$ cat src/rtl/mies_pkg.sv
package mies_pkg;
  // ==========================================
  // machine cycle timing
  localparam int CLKS_PER_MC = 4; // system clocks per machine cycle
  localparam logic [1:0] MC_LAST = 2'(CLKS_PER_MC - 1); // last clock of a machine cycle
  localparam logic [1:0] MC_BASE = 2'h1; // machine cycles of most instructions
  localparam logic [1:0] MC_RETURN = 2'h2; // machine cycles of the return family
  localparam logic [1:0] MC_PCL_EXTRA = 2'h1; // penalty for writing the pc low byte
  // ==========================================
  // addresses and values after reset
  localparam int PCL_ADDR = 2; // data address of the program_counter_low_byte
  localparam logic [7:0] WORK_RST = 8'h00; // working_register after reset
  localparam logic FLAG_RST = 1'b0; // every flag after reset
  // ==========================================
  // bcd_adjust constants
  localparam logic [3:0] NIB_MAX = 4'h9; // largest legal bcd digit
  localparam logic [3:0] BCD_FIX = 4'h6; // correction added to a digit
  // ==========================================
  // executed operations
  typedef enum logic [4:0] {
    OP_PRECLR_A = 5'h00, // first_preclear_cmd
    OP_PRECLR_B = 5'h01, // second_preclear_cmd
    OP_INV_MEM = 5'h02, // ones_complement_memory
    OP_INV_W = 5'h03, // ones_complement_to_working
    OP_BCD = 5'h04, // bcd_adjust
    OP_SUB1_MEM = 5'h05, // minus_one_from_memory
    OP_SUB1_W = 5'h06, // minus_one_into_working
    OP_ADD1_MEM = 5'h07, // plus one into memory
    OP_ADD1_W = 5'h08, // plus_one_into_working
    OP_HALT = 5'h09, // enter power down
    OP_JUMP = 5'h0a, // direct_jump
    OP_LOAD_WM = 5'h0b, // copy_data memory to working
    OP_LOAD_WI = 5'h0c, // copy_data immediate to working
    OP_STORE_W = 5'h0d, // copy_data working to memory
    OP_IDLE = 5'h0e, // idle_instruction
    OP_UNION_WM = 5'h0f, // or memory into working
    OP_UNION_WI = 5'h10, // or immediate into working
    OP_UNION_MEM = 5'h11, // bitwise_union_in_ram
    OP_EXIT_SUB = 5'h12, // subroutine_exit
    OP_EXIT_SUBV = 5'h13, // subroutine_exit with value
    OP_EXIT_IRQ = 5'h14, // interrupt_exit
    OP_ROL_MEM = 5'h15, // rotate_left_memory
    OP_ROL_W = 5'h16 // rotate_left_into_working
  } mies_op_t;
  // sequencer states, gray along idle -> exec -> halt
  typedef enum logic [1:0] {
    ST_IDLE = 2'h0,
    ST_EXEC = 2'h1,
    ST_HALT = 2'h3
  } mies_state_t;
  // ==========================================
  // decoding helpers
  function automatic logic writes_mem(input mies_op_t op);
    writes_mem = op inside {OP_INV_MEM, OP_BCD, OP_SUB1_MEM, OP_ADD1_MEM,
                            OP_STORE_W, OP_UNION_MEM, OP_ROL_MEM};
  endfunction : writes_mem
  function automatic logic writes_w(input mies_op_t op);
    writes_w = op inside {OP_INV_W, OP_SUB1_W, OP_ADD1_W, OP_LOAD_WM, OP_LOAD_WI,
                          OP_UNION_WM, OP_UNION_WI, OP_EXIT_SUBV, OP_ROL_W};
  endfunction : writes_w
  function automatic logic sets_zero(input mies_op_t op);
    sets_zero = op inside {OP_INV_MEM, OP_INV_W, OP_SUB1_MEM, OP_SUB1_W, OP_ADD1_MEM,
                           OP_ADD1_W, OP_UNION_WM, OP_UNION_WI, OP_UNION_MEM};
  endfunction : sets_zero
  function automatic logic is_return(input mies_op_t op);
    is_return = op inside {OP_EXIT_SUB, OP_EXIT_SUBV, OP_EXIT_IRQ};
  endfunction : is_return
  // data result: m memory byte, a working, x immediate, b bcd result
  function automatic logic [7:0] alu(input mies_op_t op, input logic [7:0] m,
                                     input logic [7:0] a, input logic [7:0] x,
                                     input logic [7:0] b);
    case (op)
      OP_INV_MEM, OP_INV_W: alu = ~m;
      OP_SUB1_MEM, OP_SUB1_W: alu = m - 8'h01;
      OP_ADD1_MEM, OP_ADD1_W: alu = m + 8'h01;
      OP_LOAD_WM: alu = m;
      OP_LOAD_WI, OP_EXIT_SUBV: alu = x;
      OP_STORE_W: alu = a;
      OP_UNION_WM, OP_UNION_MEM: alu = a | m;
      OP_UNION_WI: alu = a | x;
      OP_ROL_MEM, OP_ROL_W: alu = {m[6:0], m[7]};
      OP_BCD: alu = b;
      default: alu = 8'h00;
    endcase
  endfunction : alu
endpackage : mies_pkg

$ cat src/rtl/mies_core.sv
`timescale 1ns/1ps
module mies_core
  import mies_pkg::*;
#(
  parameter int PC_W = 10, // program counter width
  parameter int ADDR_W = 6, // data memory address width
  parameter int WDOG_W = 8, // watchdog counter width
  parameter int PRE_W = 8 // watchdog prescaler width
)(
  input wire logic REF_CLK, // system clock
  input wire logic RST_N, // asynchronous reset, active low
  input wire logic START, // issue an instruction when not busy
  input wire mies_op_t OPCODE, // operation to execute
  input wire logic [ADDR_W-1:0] MEM_ADDR, // data memory address of the operand
  input wire logic [7:0] MEM_RDATA, // operand byte read at that address
  input wire logic [7:0] IMM, // immediate byte
  input wire logic [PC_W-1:0] JUMP_ADDR, // target of a direct jump
  input wire logic [PC_W-1:0] STACK_TOP, // top of the return stack
  input wire logic FLAG_WR, // load carry and half carry while idle
  input wire logic [1:0] FLAG_WDATA, // {half carry, carry}
  input wire logic WAKE, // leave power down
  output logic BUSY, // instruction in flight or halted
  output logic DONE, // one cycle after an instruction retires
  output logic HALTED, // clock is stopped
  output logic STACK_POP, // pulse: a return consumed the stack top
  output logic [7:0] WORKING_REG, // working_register
  output logic ZERO, // zero flag
  output logic CARRY, // carry flag
  output logic HALF_CARRY, // half_carry_flag
  output logic GLOBAL_IRQ_ENABLE, // global_irq_enable
  output logic POWERDOWN_FLAG, // powerdown_flag
  output logic WATCHDOG_TIMEOUT_FLAG, // watchdog_timeout_flag
  output logic [WDOG_W-1:0] WATCHDOG_COUNTER, // watchdog_counter
  output logic PRECLEAR_A_SEEN, // first preclear waits for its partner
  output logic PRECLEAR_B_SEEN, // second preclear waits for its partner
  output logic MEM_WE, // data memory write strobe, one cycle
  output logic [ADDR_W-1:0] MEM_WADDR, // write address
  output logic [7:0] MEM_WDATA, // write data
  output logic [PC_W-1:0] PC // program counter
);
  // elaboration checks: a pc low byte write needs at least eight pc bits
  if (PC_W < 8 || PC_W > 16 || ADDR_W < 2 || WDOG_W < 1 || PRE_W < 1) begin : g_bad
    $error("mies_core: unsupported width parameters");
  end
  // ==========================================
  // sequencer signals
  mies_state_t state; // sequencer state
  mies_state_t next_state; // next sequencer state
  logic [1:0] mc_cnt; // clock within the machine cycle
  logic [1:0] left; // machine cycles still to run
  mies_op_t op_q; // latched operation
  logic [7:0] opnd; // latched memory operand
  logic [7:0] imm_q; // latched immediate
  logic [ADDR_W-1:0] addr_q; // latched address
  logic [PC_W-1:0] jmp_q; // latched jump target
  logic [PC_W-1:0] stk_q; // latched stack top
  logic [PRE_W-1:0] pre_cnt; // watchdog prescaler
  wire tick = mc_cnt == MC_LAST; // last clock of a machine cycle
  wire take = START && state == ST_IDLE; // request accepted
  wire commit = state == ST_EXEC && tick && left == 2'h1; // instruction retires
  wire pcl_hit = writes_mem(OPCODE) && MEM_ADDR == ADDR_W'(PCL_ADDR); // new pc low write
  wire pcl_q = writes_mem(op_q) && addr_q == ADDR_W'(PCL_ADDR); // latched pc low write
  wire [1:0] base_mc = is_return(OPCODE) ? MC_RETURN : MC_BASE;
  wire [1:0] need_mc = base_mc + (pcl_hit ? MC_PCL_EXTRA : 2'h0);
  // ==========================================
  // bcd adjust datapath
  wire low_fix = WORKING_REG[3:0] > NIB_MAX || HALF_CARRY;
  wire [4:0] lo_sum = {1'b0, WORKING_REG[3:0]} + (low_fix ? {1'b0, BCD_FIX} : 5'h00);
  wire [4:0] hi_base = {1'b0, WORKING_REG[7:4]} + {4'h0, low_fix}; // low_fix added into the high digit
  wire hi_fix = hi_base > {1'b0, NIB_MAX} || CARRY;
  wire [4:0] hi_sum = hi_base + (hi_fix ? {1'b0, BCD_FIX} : 5'h00);
  wire [7:0] bcd_res = {hi_sum[3:0], lo_sum[3:0]};
  wire [7:0] res = alu(op_q, opnd, WORKING_REG, imm_q, bcd_res); // shared result
  // watchdog events
  wire wd_tick = tick && state != ST_HALT; // counts machine cycles while running
  wire pre_wrap = &pre_cnt; // prescaler about to wrap
  wire wdt_ovf = wd_tick && pre_wrap && &WATCHDOG_COUNTER; // time-out event
  wire halt_now = commit && op_q == OP_HALT;
  wire pair_clr = commit && ((op_q == OP_PRECLR_A && PRECLEAR_B_SEEN) ||
                             (op_q == OP_PRECLR_B && PRECLEAR_A_SEEN));
  // ==========================================
  // next state decode
  assign next_state = (state == ST_IDLE && take) ? ST_EXEC :
                      (state == ST_EXEC && commit) ? (halt_now ? ST_HALT : ST_IDLE) :
                      (state == ST_HALT && WAKE) ? ST_IDLE :
                      (state == ST_EXEC || state == ST_HALT) ? state : ST_IDLE;
  // sequencer and status outputs
  always_ff @(posedge REF_CLK or negedge RST_N)
  begin
    if (!RST_N)
    begin
      state <= ST_IDLE;
      BUSY <= 1'b0;
      HALTED <= 1'b0;
      DONE <= 1'b0;
      STACK_POP <= 1'b0;
      MEM_WE <= 1'b0;
    end
    else
    begin
      state <= next_state;
      BUSY <= next_state != ST_IDLE;
      HALTED <= next_state == ST_HALT;
      DONE <= commit;
      STACK_POP <= commit && is_return(op_q);
      MEM_WE <= commit && writes_mem(op_q);
    end
  end
  // machine cycle divider, restarted per instruction so lengths are exact
  always_ff @(posedge REF_CLK or negedge RST_N)
  begin
    if (!RST_N)
      mc_cnt <= 2'h0;
    else if (take)
      mc_cnt <= 2'h0;
    else if (state != ST_HALT) // system clock is off in power down
      mc_cnt <= mc_cnt + 2'h1;
  end
  // remaining machine cycles
  always_ff @(posedge REF_CLK or negedge RST_N)
  begin
    if (!RST_N)
      left <= 2'h0;
    else if (take)
      left <= need_mc;
    else if (state == ST_EXEC && tick)
      left <= left - 2'h1;
  end
  // operand capture; no reset needed, every use of these latches is gated by commit
  always_ff @(posedge REF_CLK)
  begin
    if (take)
    begin
      op_q <= OPCODE;
      opnd <= MEM_RDATA;
      imm_q <= IMM;
      addr_q <= MEM_ADDR;
      jmp_q <= JUMP_ADDR;
      stk_q <= STACK_TOP;
    end
  end
  // ==========================================
  // watchdog prescaler, frozen while halted like the system clock
  always_ff @(posedge REF_CLK or negedge RST_N)
  begin
    if (!RST_N)
      pre_cnt <= '0;
    else if (halt_now)
      pre_cnt <= '0;
    else if (wd_tick)
      pre_cnt <= pre_cnt + 1'b1;
  end
  // watchdog counter, power flags, preclear marks; a time-out in the clearing cycle wins
  always_ff @(posedge REF_CLK or negedge RST_N)
  begin
    if (!RST_N)
    begin
      WATCHDOG_COUNTER <= '0;
      WATCHDOG_TIMEOUT_FLAG <= FLAG_RST;
      POWERDOWN_FLAG <= FLAG_RST;
      PRECLEAR_A_SEEN <= 1'b0;
      PRECLEAR_B_SEEN <= 1'b0;
    end
    else
    begin
      if (halt_now || pair_clr)
        WATCHDOG_COUNTER <= '0;
      else if (wd_tick && pre_wrap)
        WATCHDOG_COUNTER <= WATCHDOG_COUNTER + 1'b1;
      if (wdt_ovf)
        WATCHDOG_TIMEOUT_FLAG <= 1'b1;
      else if (pair_clr || halt_now)
        WATCHDOG_TIMEOUT_FLAG <= 1'b0;
      if (halt_now)
        POWERDOWN_FLAG <= 1'b1;
      else if (pair_clr)
        POWERDOWN_FLAG <= 1'b0;
      if (pair_clr || halt_now) // a repeated half only re-marks itself
      begin
        PRECLEAR_A_SEEN <= 1'b0;
        PRECLEAR_B_SEEN <= 1'b0;
      end
      else if (commit && op_q == OP_PRECLR_A)
        PRECLEAR_A_SEEN <= 1'b1;
      else if (commit && op_q == OP_PRECLR_B)
        PRECLEAR_B_SEEN <= 1'b1;
    end
  end
  // ==========================================
  // architectural registers; flags outside each op's set are held
  always_ff @(posedge REF_CLK or negedge RST_N)
  begin
    if (!RST_N)
    begin
      WORKING_REG <= WORK_RST;
      ZERO <= FLAG_RST;
      CARRY <= FLAG_RST;
      HALF_CARRY <= FLAG_RST;
      GLOBAL_IRQ_ENABLE <= FLAG_RST;
    end
    else
    begin
      if (commit && writes_w(op_q))
        WORKING_REG <= res;
      if (commit && sets_zero(op_q))
        ZERO <= res == 8'h00;
      if (commit && op_q == OP_BCD && hi_fix)
        CARRY <= 1'b1;
      else if (FLAG_WR && state == ST_IDLE)
        CARRY <= FLAG_WDATA[0];
      if (FLAG_WR && state == ST_IDLE)
        HALF_CARRY <= FLAG_WDATA[1];
      if (commit && op_q == OP_EXIT_IRQ)
        GLOBAL_IRQ_ENABLE <= 1'b1;
    end
  end
  // program counter; a pc low write replaces the low byte instead
  always_ff @(posedge REF_CLK or negedge RST_N)
  begin
    if (!RST_N)
      PC <= '0;
    else if (commit && op_q == OP_JUMP)
      PC <= jmp_q;
    else if (commit && is_return(op_q))
      PC <= stk_q;
    else if (commit && pcl_q)
      PC <= {PC[PC_W-1:8], res};
    else if (commit)
      PC <= PC + 1'b1;
  end
  // data memory write address and data, held after the strobe
  always_ff @(posedge REF_CLK or negedge RST_N)
  begin
    if (!RST_N)
    begin
      MEM_WADDR <= '0;
      MEM_WDATA <= 8'h00;
    end
    else if (commit)
    begin
      MEM_WADDR <= addr_q;
      MEM_WDATA <= res;
    end
  end
endmodule : mies_core

$ cat config.mk
export PLATFORM = sky130hd
export DESIGN_NAME = mies_core
export DESIGN_NICKNAME = d
export VERILOG_FILES = /design/src/rtl/mies_pkg.sv /design/src/rtl/mies_core.sv
export SDC_FILE = /design/constraint.sdc
export NUM_CORES = 1
export LEC_CHECK = 0
export ABC_AREA = 1
export BUFFER_PORTS_ARGS = -buffer_cell sky130_fd_sc_hd__buf_2
export CORE_MARGIN = 2
export CORE_UTILIZATION = 57
export DETAILED_ROUTE_END_ITERATION = 8
export PLACE_DENSITY = 0.85
export SYNTH_ARGS = -nofsm -noshare
export SYNTH_HDL_FRONTEND = slang
export SYNTH_SLANG_ARGS = --single-unit
export TNS_END_PERCENT = 1
$ cat constraint.sdc
create_clock -name REF_CLK -period 4.8 [get_ports REF_CLK]
set_clock_uncertainty 0.2 [all_clocks]
set_input_delay 0.48 -clock REF_CLK [delete_from_list [all_inputs] [get_ports REF_CLK]]
set_output_delay 0.48 -clock REF_CLK [all_outputs]
set_load 0.05 [all_outputs]
==> results by group <==
Status
  • Outcome: completed

Setup path
  • Setup crit start kind: register
  • Worst reg2reg path endpoint: ZERO
  • Worst R2R Path Depth: 22
  • Required time worst endpoint: 5.01 ns
  • Setup crit end: ZERO
  • Worst setup path start: WORKING_REG[2]
  • Worst setup path class: reg2reg
  • Worst Path Arrival: 3.88 ns
  • Reg-to-reg startpoint: WORKING_REG[2]
  • Reg2Reg Setup Slack: 1.13 ns
  • CP max FO: 4
  • Worst Setup End Kind: register

Place
  • Final HPWL from detailed placement: about 11 mm
  • Area post-placement: a little under 7000 sq um
  • Placer Congestion: about 0.9
  • Buffers on Ports: 106
  • Placed cells: 973

Finish
  • Ratio of cells with drive above 1 in the final layout: 20.6%
  • Non-filler instance count after layout: 1054
  • Area grow syn2layout: 28.9%
  • Most frequent cells in the layout: nand2_1, buf_2, inv_1
  • Finished Cell Area: 7990 sq um
  • Commonest non-fill, non-tap cell in the layout: nand2_1
  • Layout Nets: 974
  • # diodes: 0

GRT
  • Congestion Overflow GR: 0
  • Largest net degree at the start of global routing: 48
  • Initial antenna violation count: 0
  • Vias in the first global route: 5707
  • Gr usage total: 30.9%
  • First-pass GRT wire length: ~28 mm

Power
  • Max VDD drop: 0.000369 V
  • Power per cell area: 519 nW/um^2
  • Leak: 3.99 nW

Clocking
  • Clk sink count: ~110
  • H-tree levels: 4
  • CTS max path bufs: 2
  • Clk pin slew, worst setup/hold paths: 0.06 ns
  • Post-CTS Setup Inserts: 0
  • Root Buffer: clkbuf_8
  • Cells resized by post-CTS repair: 0
  • CTS tree: built
  • Worst skew pair latency: ~0.52 ns
  • Hold buffers post-CTS: 48
  • CTS buffer count: 17

Floorplan
  • Io pins: 107
  • Core area: roughly 11000 sq um
  • Width of the die: 108 um
  • Initial Util: 57.7%
  • Die H: 108 um
  • Die Footprint: 11700 sq um
  • # rows: 38

Run
  • Max-Cap Viols: 0

Routing
  • DRC: 0
  • DR pass1 iterations: 6
  • Routed Antenna Nets: 0
  • First DRT Iteration DRCs: 447
  • Drt via density: 5.41
  • Wire per inst: 16.2 um
  • Via count: roughly 5700
  • WL final: approximately 17 mm

Timing
  • # setup viols final: 0
  • Final Hold Vio Count: 0
  • Fmax: 0.272 GHz
  • Total Neg Setup Slack: 0 ns
  • Slew Viols, Final: 0
  • Worst-margin pin slew: 0.627 ns
  • Unrepaired setup endpoints after global routing: no
  • Worst slew margin: 58.2%
  • Tcrit/Tclk final: 76.5%
  • Tmin final: 3.67 ns

Synth
  • Top FF cell, synth: dfrtp_1
  • Post-synthesis sequential area ratio: 49.8%
  • Post-synth EDFFs: 47
  • #FFs+latches synth: 114
  • Syn Area/Cell: 8.44 sq um
  • Post-Syn Area: 6200 sq um
  • Syn_nets: 807
  • Share of async-settable or async-resettable flops after synthesis: 58.8%
  • Syn Inst Count: 734
  • Syn. warnings: 0
  • Synth unique cells: 46

Worst hold path
  • Hold WC Path Type: in2reg
  • Hold depth: 1
-- per-layer routing --
layer / global-route usage (%) / wire length, um / share of wire, %
met1: 39.7 / 6950 / 41
met2: 52.1 / 8520 / 50
met3: 5.85 / 1240 / 7.3
met4: 11.7 / 376 / 2.2
met5: 0 / 0 / 0
-- critical path, stage by stage, from the launching register on --
cell	delay (ns)
dfrtp_1	0.41
inv_1	0.11
a21oi_1	0.07
nor2_1	0.17
inv_1	0.09
ha_1	0.20
ha_1	0.20
nor2_1	0.08
inv_1	0.06
a21oi_1	0.12
nor2_1	0.06
nor3_1	0.33
inv_1	0.09
ha_1	0.19
inv_1	0.06
fa_1	0.39
or2_2	0.30
nand3_1	0.09
nor2_1	0.05
nand4_2	0.09
nor2_1	0.06
nand3_1	0.08
nand2_1	0.05
-- synthesized netlist by cell type (all sizes together), types with 3 or more instances --
master | n | share of area [%]
nand2 | 233 | 15
inv | 86 | 5.2
nor2 | 75 | 5.5
dfrtp | 67 | 27
nand3 | 58 | 5.2
edfxtp | 47 | 23
o21ai | 43 | 3.5
a21oi | 20 | 1.6
ha | 16 | 3.2
nor3 | 14 | 1.3
xor2 | 12 | 1.7
nand4 | 11 | 1.2
o21bai | 7 | 0.85
or2 | 7 | 0.71
o211ai | 6 | 0.81
buf | 5 | 0.46
clkbuf | 4 | 0.24
fa | 3 | 0.97
nor3b | 3 | 0.36
xnor2 | 3 | 0.42
-- metrics by stage --
step | setup WS (ns) | total power [mW] | hold slack, ns | utilization [%]
floorplan | 1.16 | 2.41 | -0.0156 | -
global placement | 1.30 | 2.73 | 0.257 | 64.0
detailed placement | 1.16 | 2.77 | 0.262 | 64.0
CTS | 1.12 | 4.12 | 0.0000197 | 74.3
global route | 0.770 | 4.37 | 0.0192 | 74.4
finish | 1.13 | 4.15 | 0.0260 | 74.4
-- report_power, final --
part / total (mW) / switching [mW] / internal [mW]
logic: 1.39 / 0.999 / 0.393
registers: 1.43 / 0.182 / 1.25
clock network: 1.32 / 0.485 / 0.839
-- registers in the layout, indices dropped and copies added (netlist names), 2 cells and up --
| signal | flops |
|---|---|
| left | 2 |
| WATCHDOG_COUNTER | 8 |
| state | 2 |
| pre_cnt | 8 |
| opnd | 8 |
| MEM_WADDR | 6 |
| PC | 10 |
| op_q | 5 |
| MEM_WDATA | 8 |
| addr_q | 6 |
| mc_cnt | 2 |
| WORKING_REG | 8 |
| imm_q | 8 |
| stk_q | 10 |
| jmp_q | 10 |
-- area by class of cell --
cell class,count,area [sq um]
clock inverter,11,135
timing repair buffer,157,1040
clock buffer,21,492
tap,140,175
multi-input combinational,525,2740
fill,786,2750
inverter,86,323
sequential,114,3090
-- worst min-delay path by stage --
stage | slack, ns | to | from
finish | 0.03 | op_q[3] | OPCODE[3]
detailed placement | 0.26 | MEM_WADDR[5] | MEM_WADDR[5]
floorplan | -0.02 | BUSY | RST_N
CTS | 0.00002 | op_q[2] | OPCODE[2]
global placement | 0.26 | MEM_WDATA[7] | MEM_WDATA[7]
global route | 0.02 | op_q[3] | OPCODE[3]
-- cells by family (layout without fill, tap and decap cells) --
family          Yosys count  after routing  synth area share, %
simple gates            405            405                 29.6
flops                   114            114                 49.8
buf+inv                  95            275                 5.91
compound gates           85             85                 8.22
fa+ha+maj                19             19                 4.20
xor+xnor                 15             15                 2.12
mux                       1              1                0.182
No activity file was read; power rests on OpenSTA's default activity.
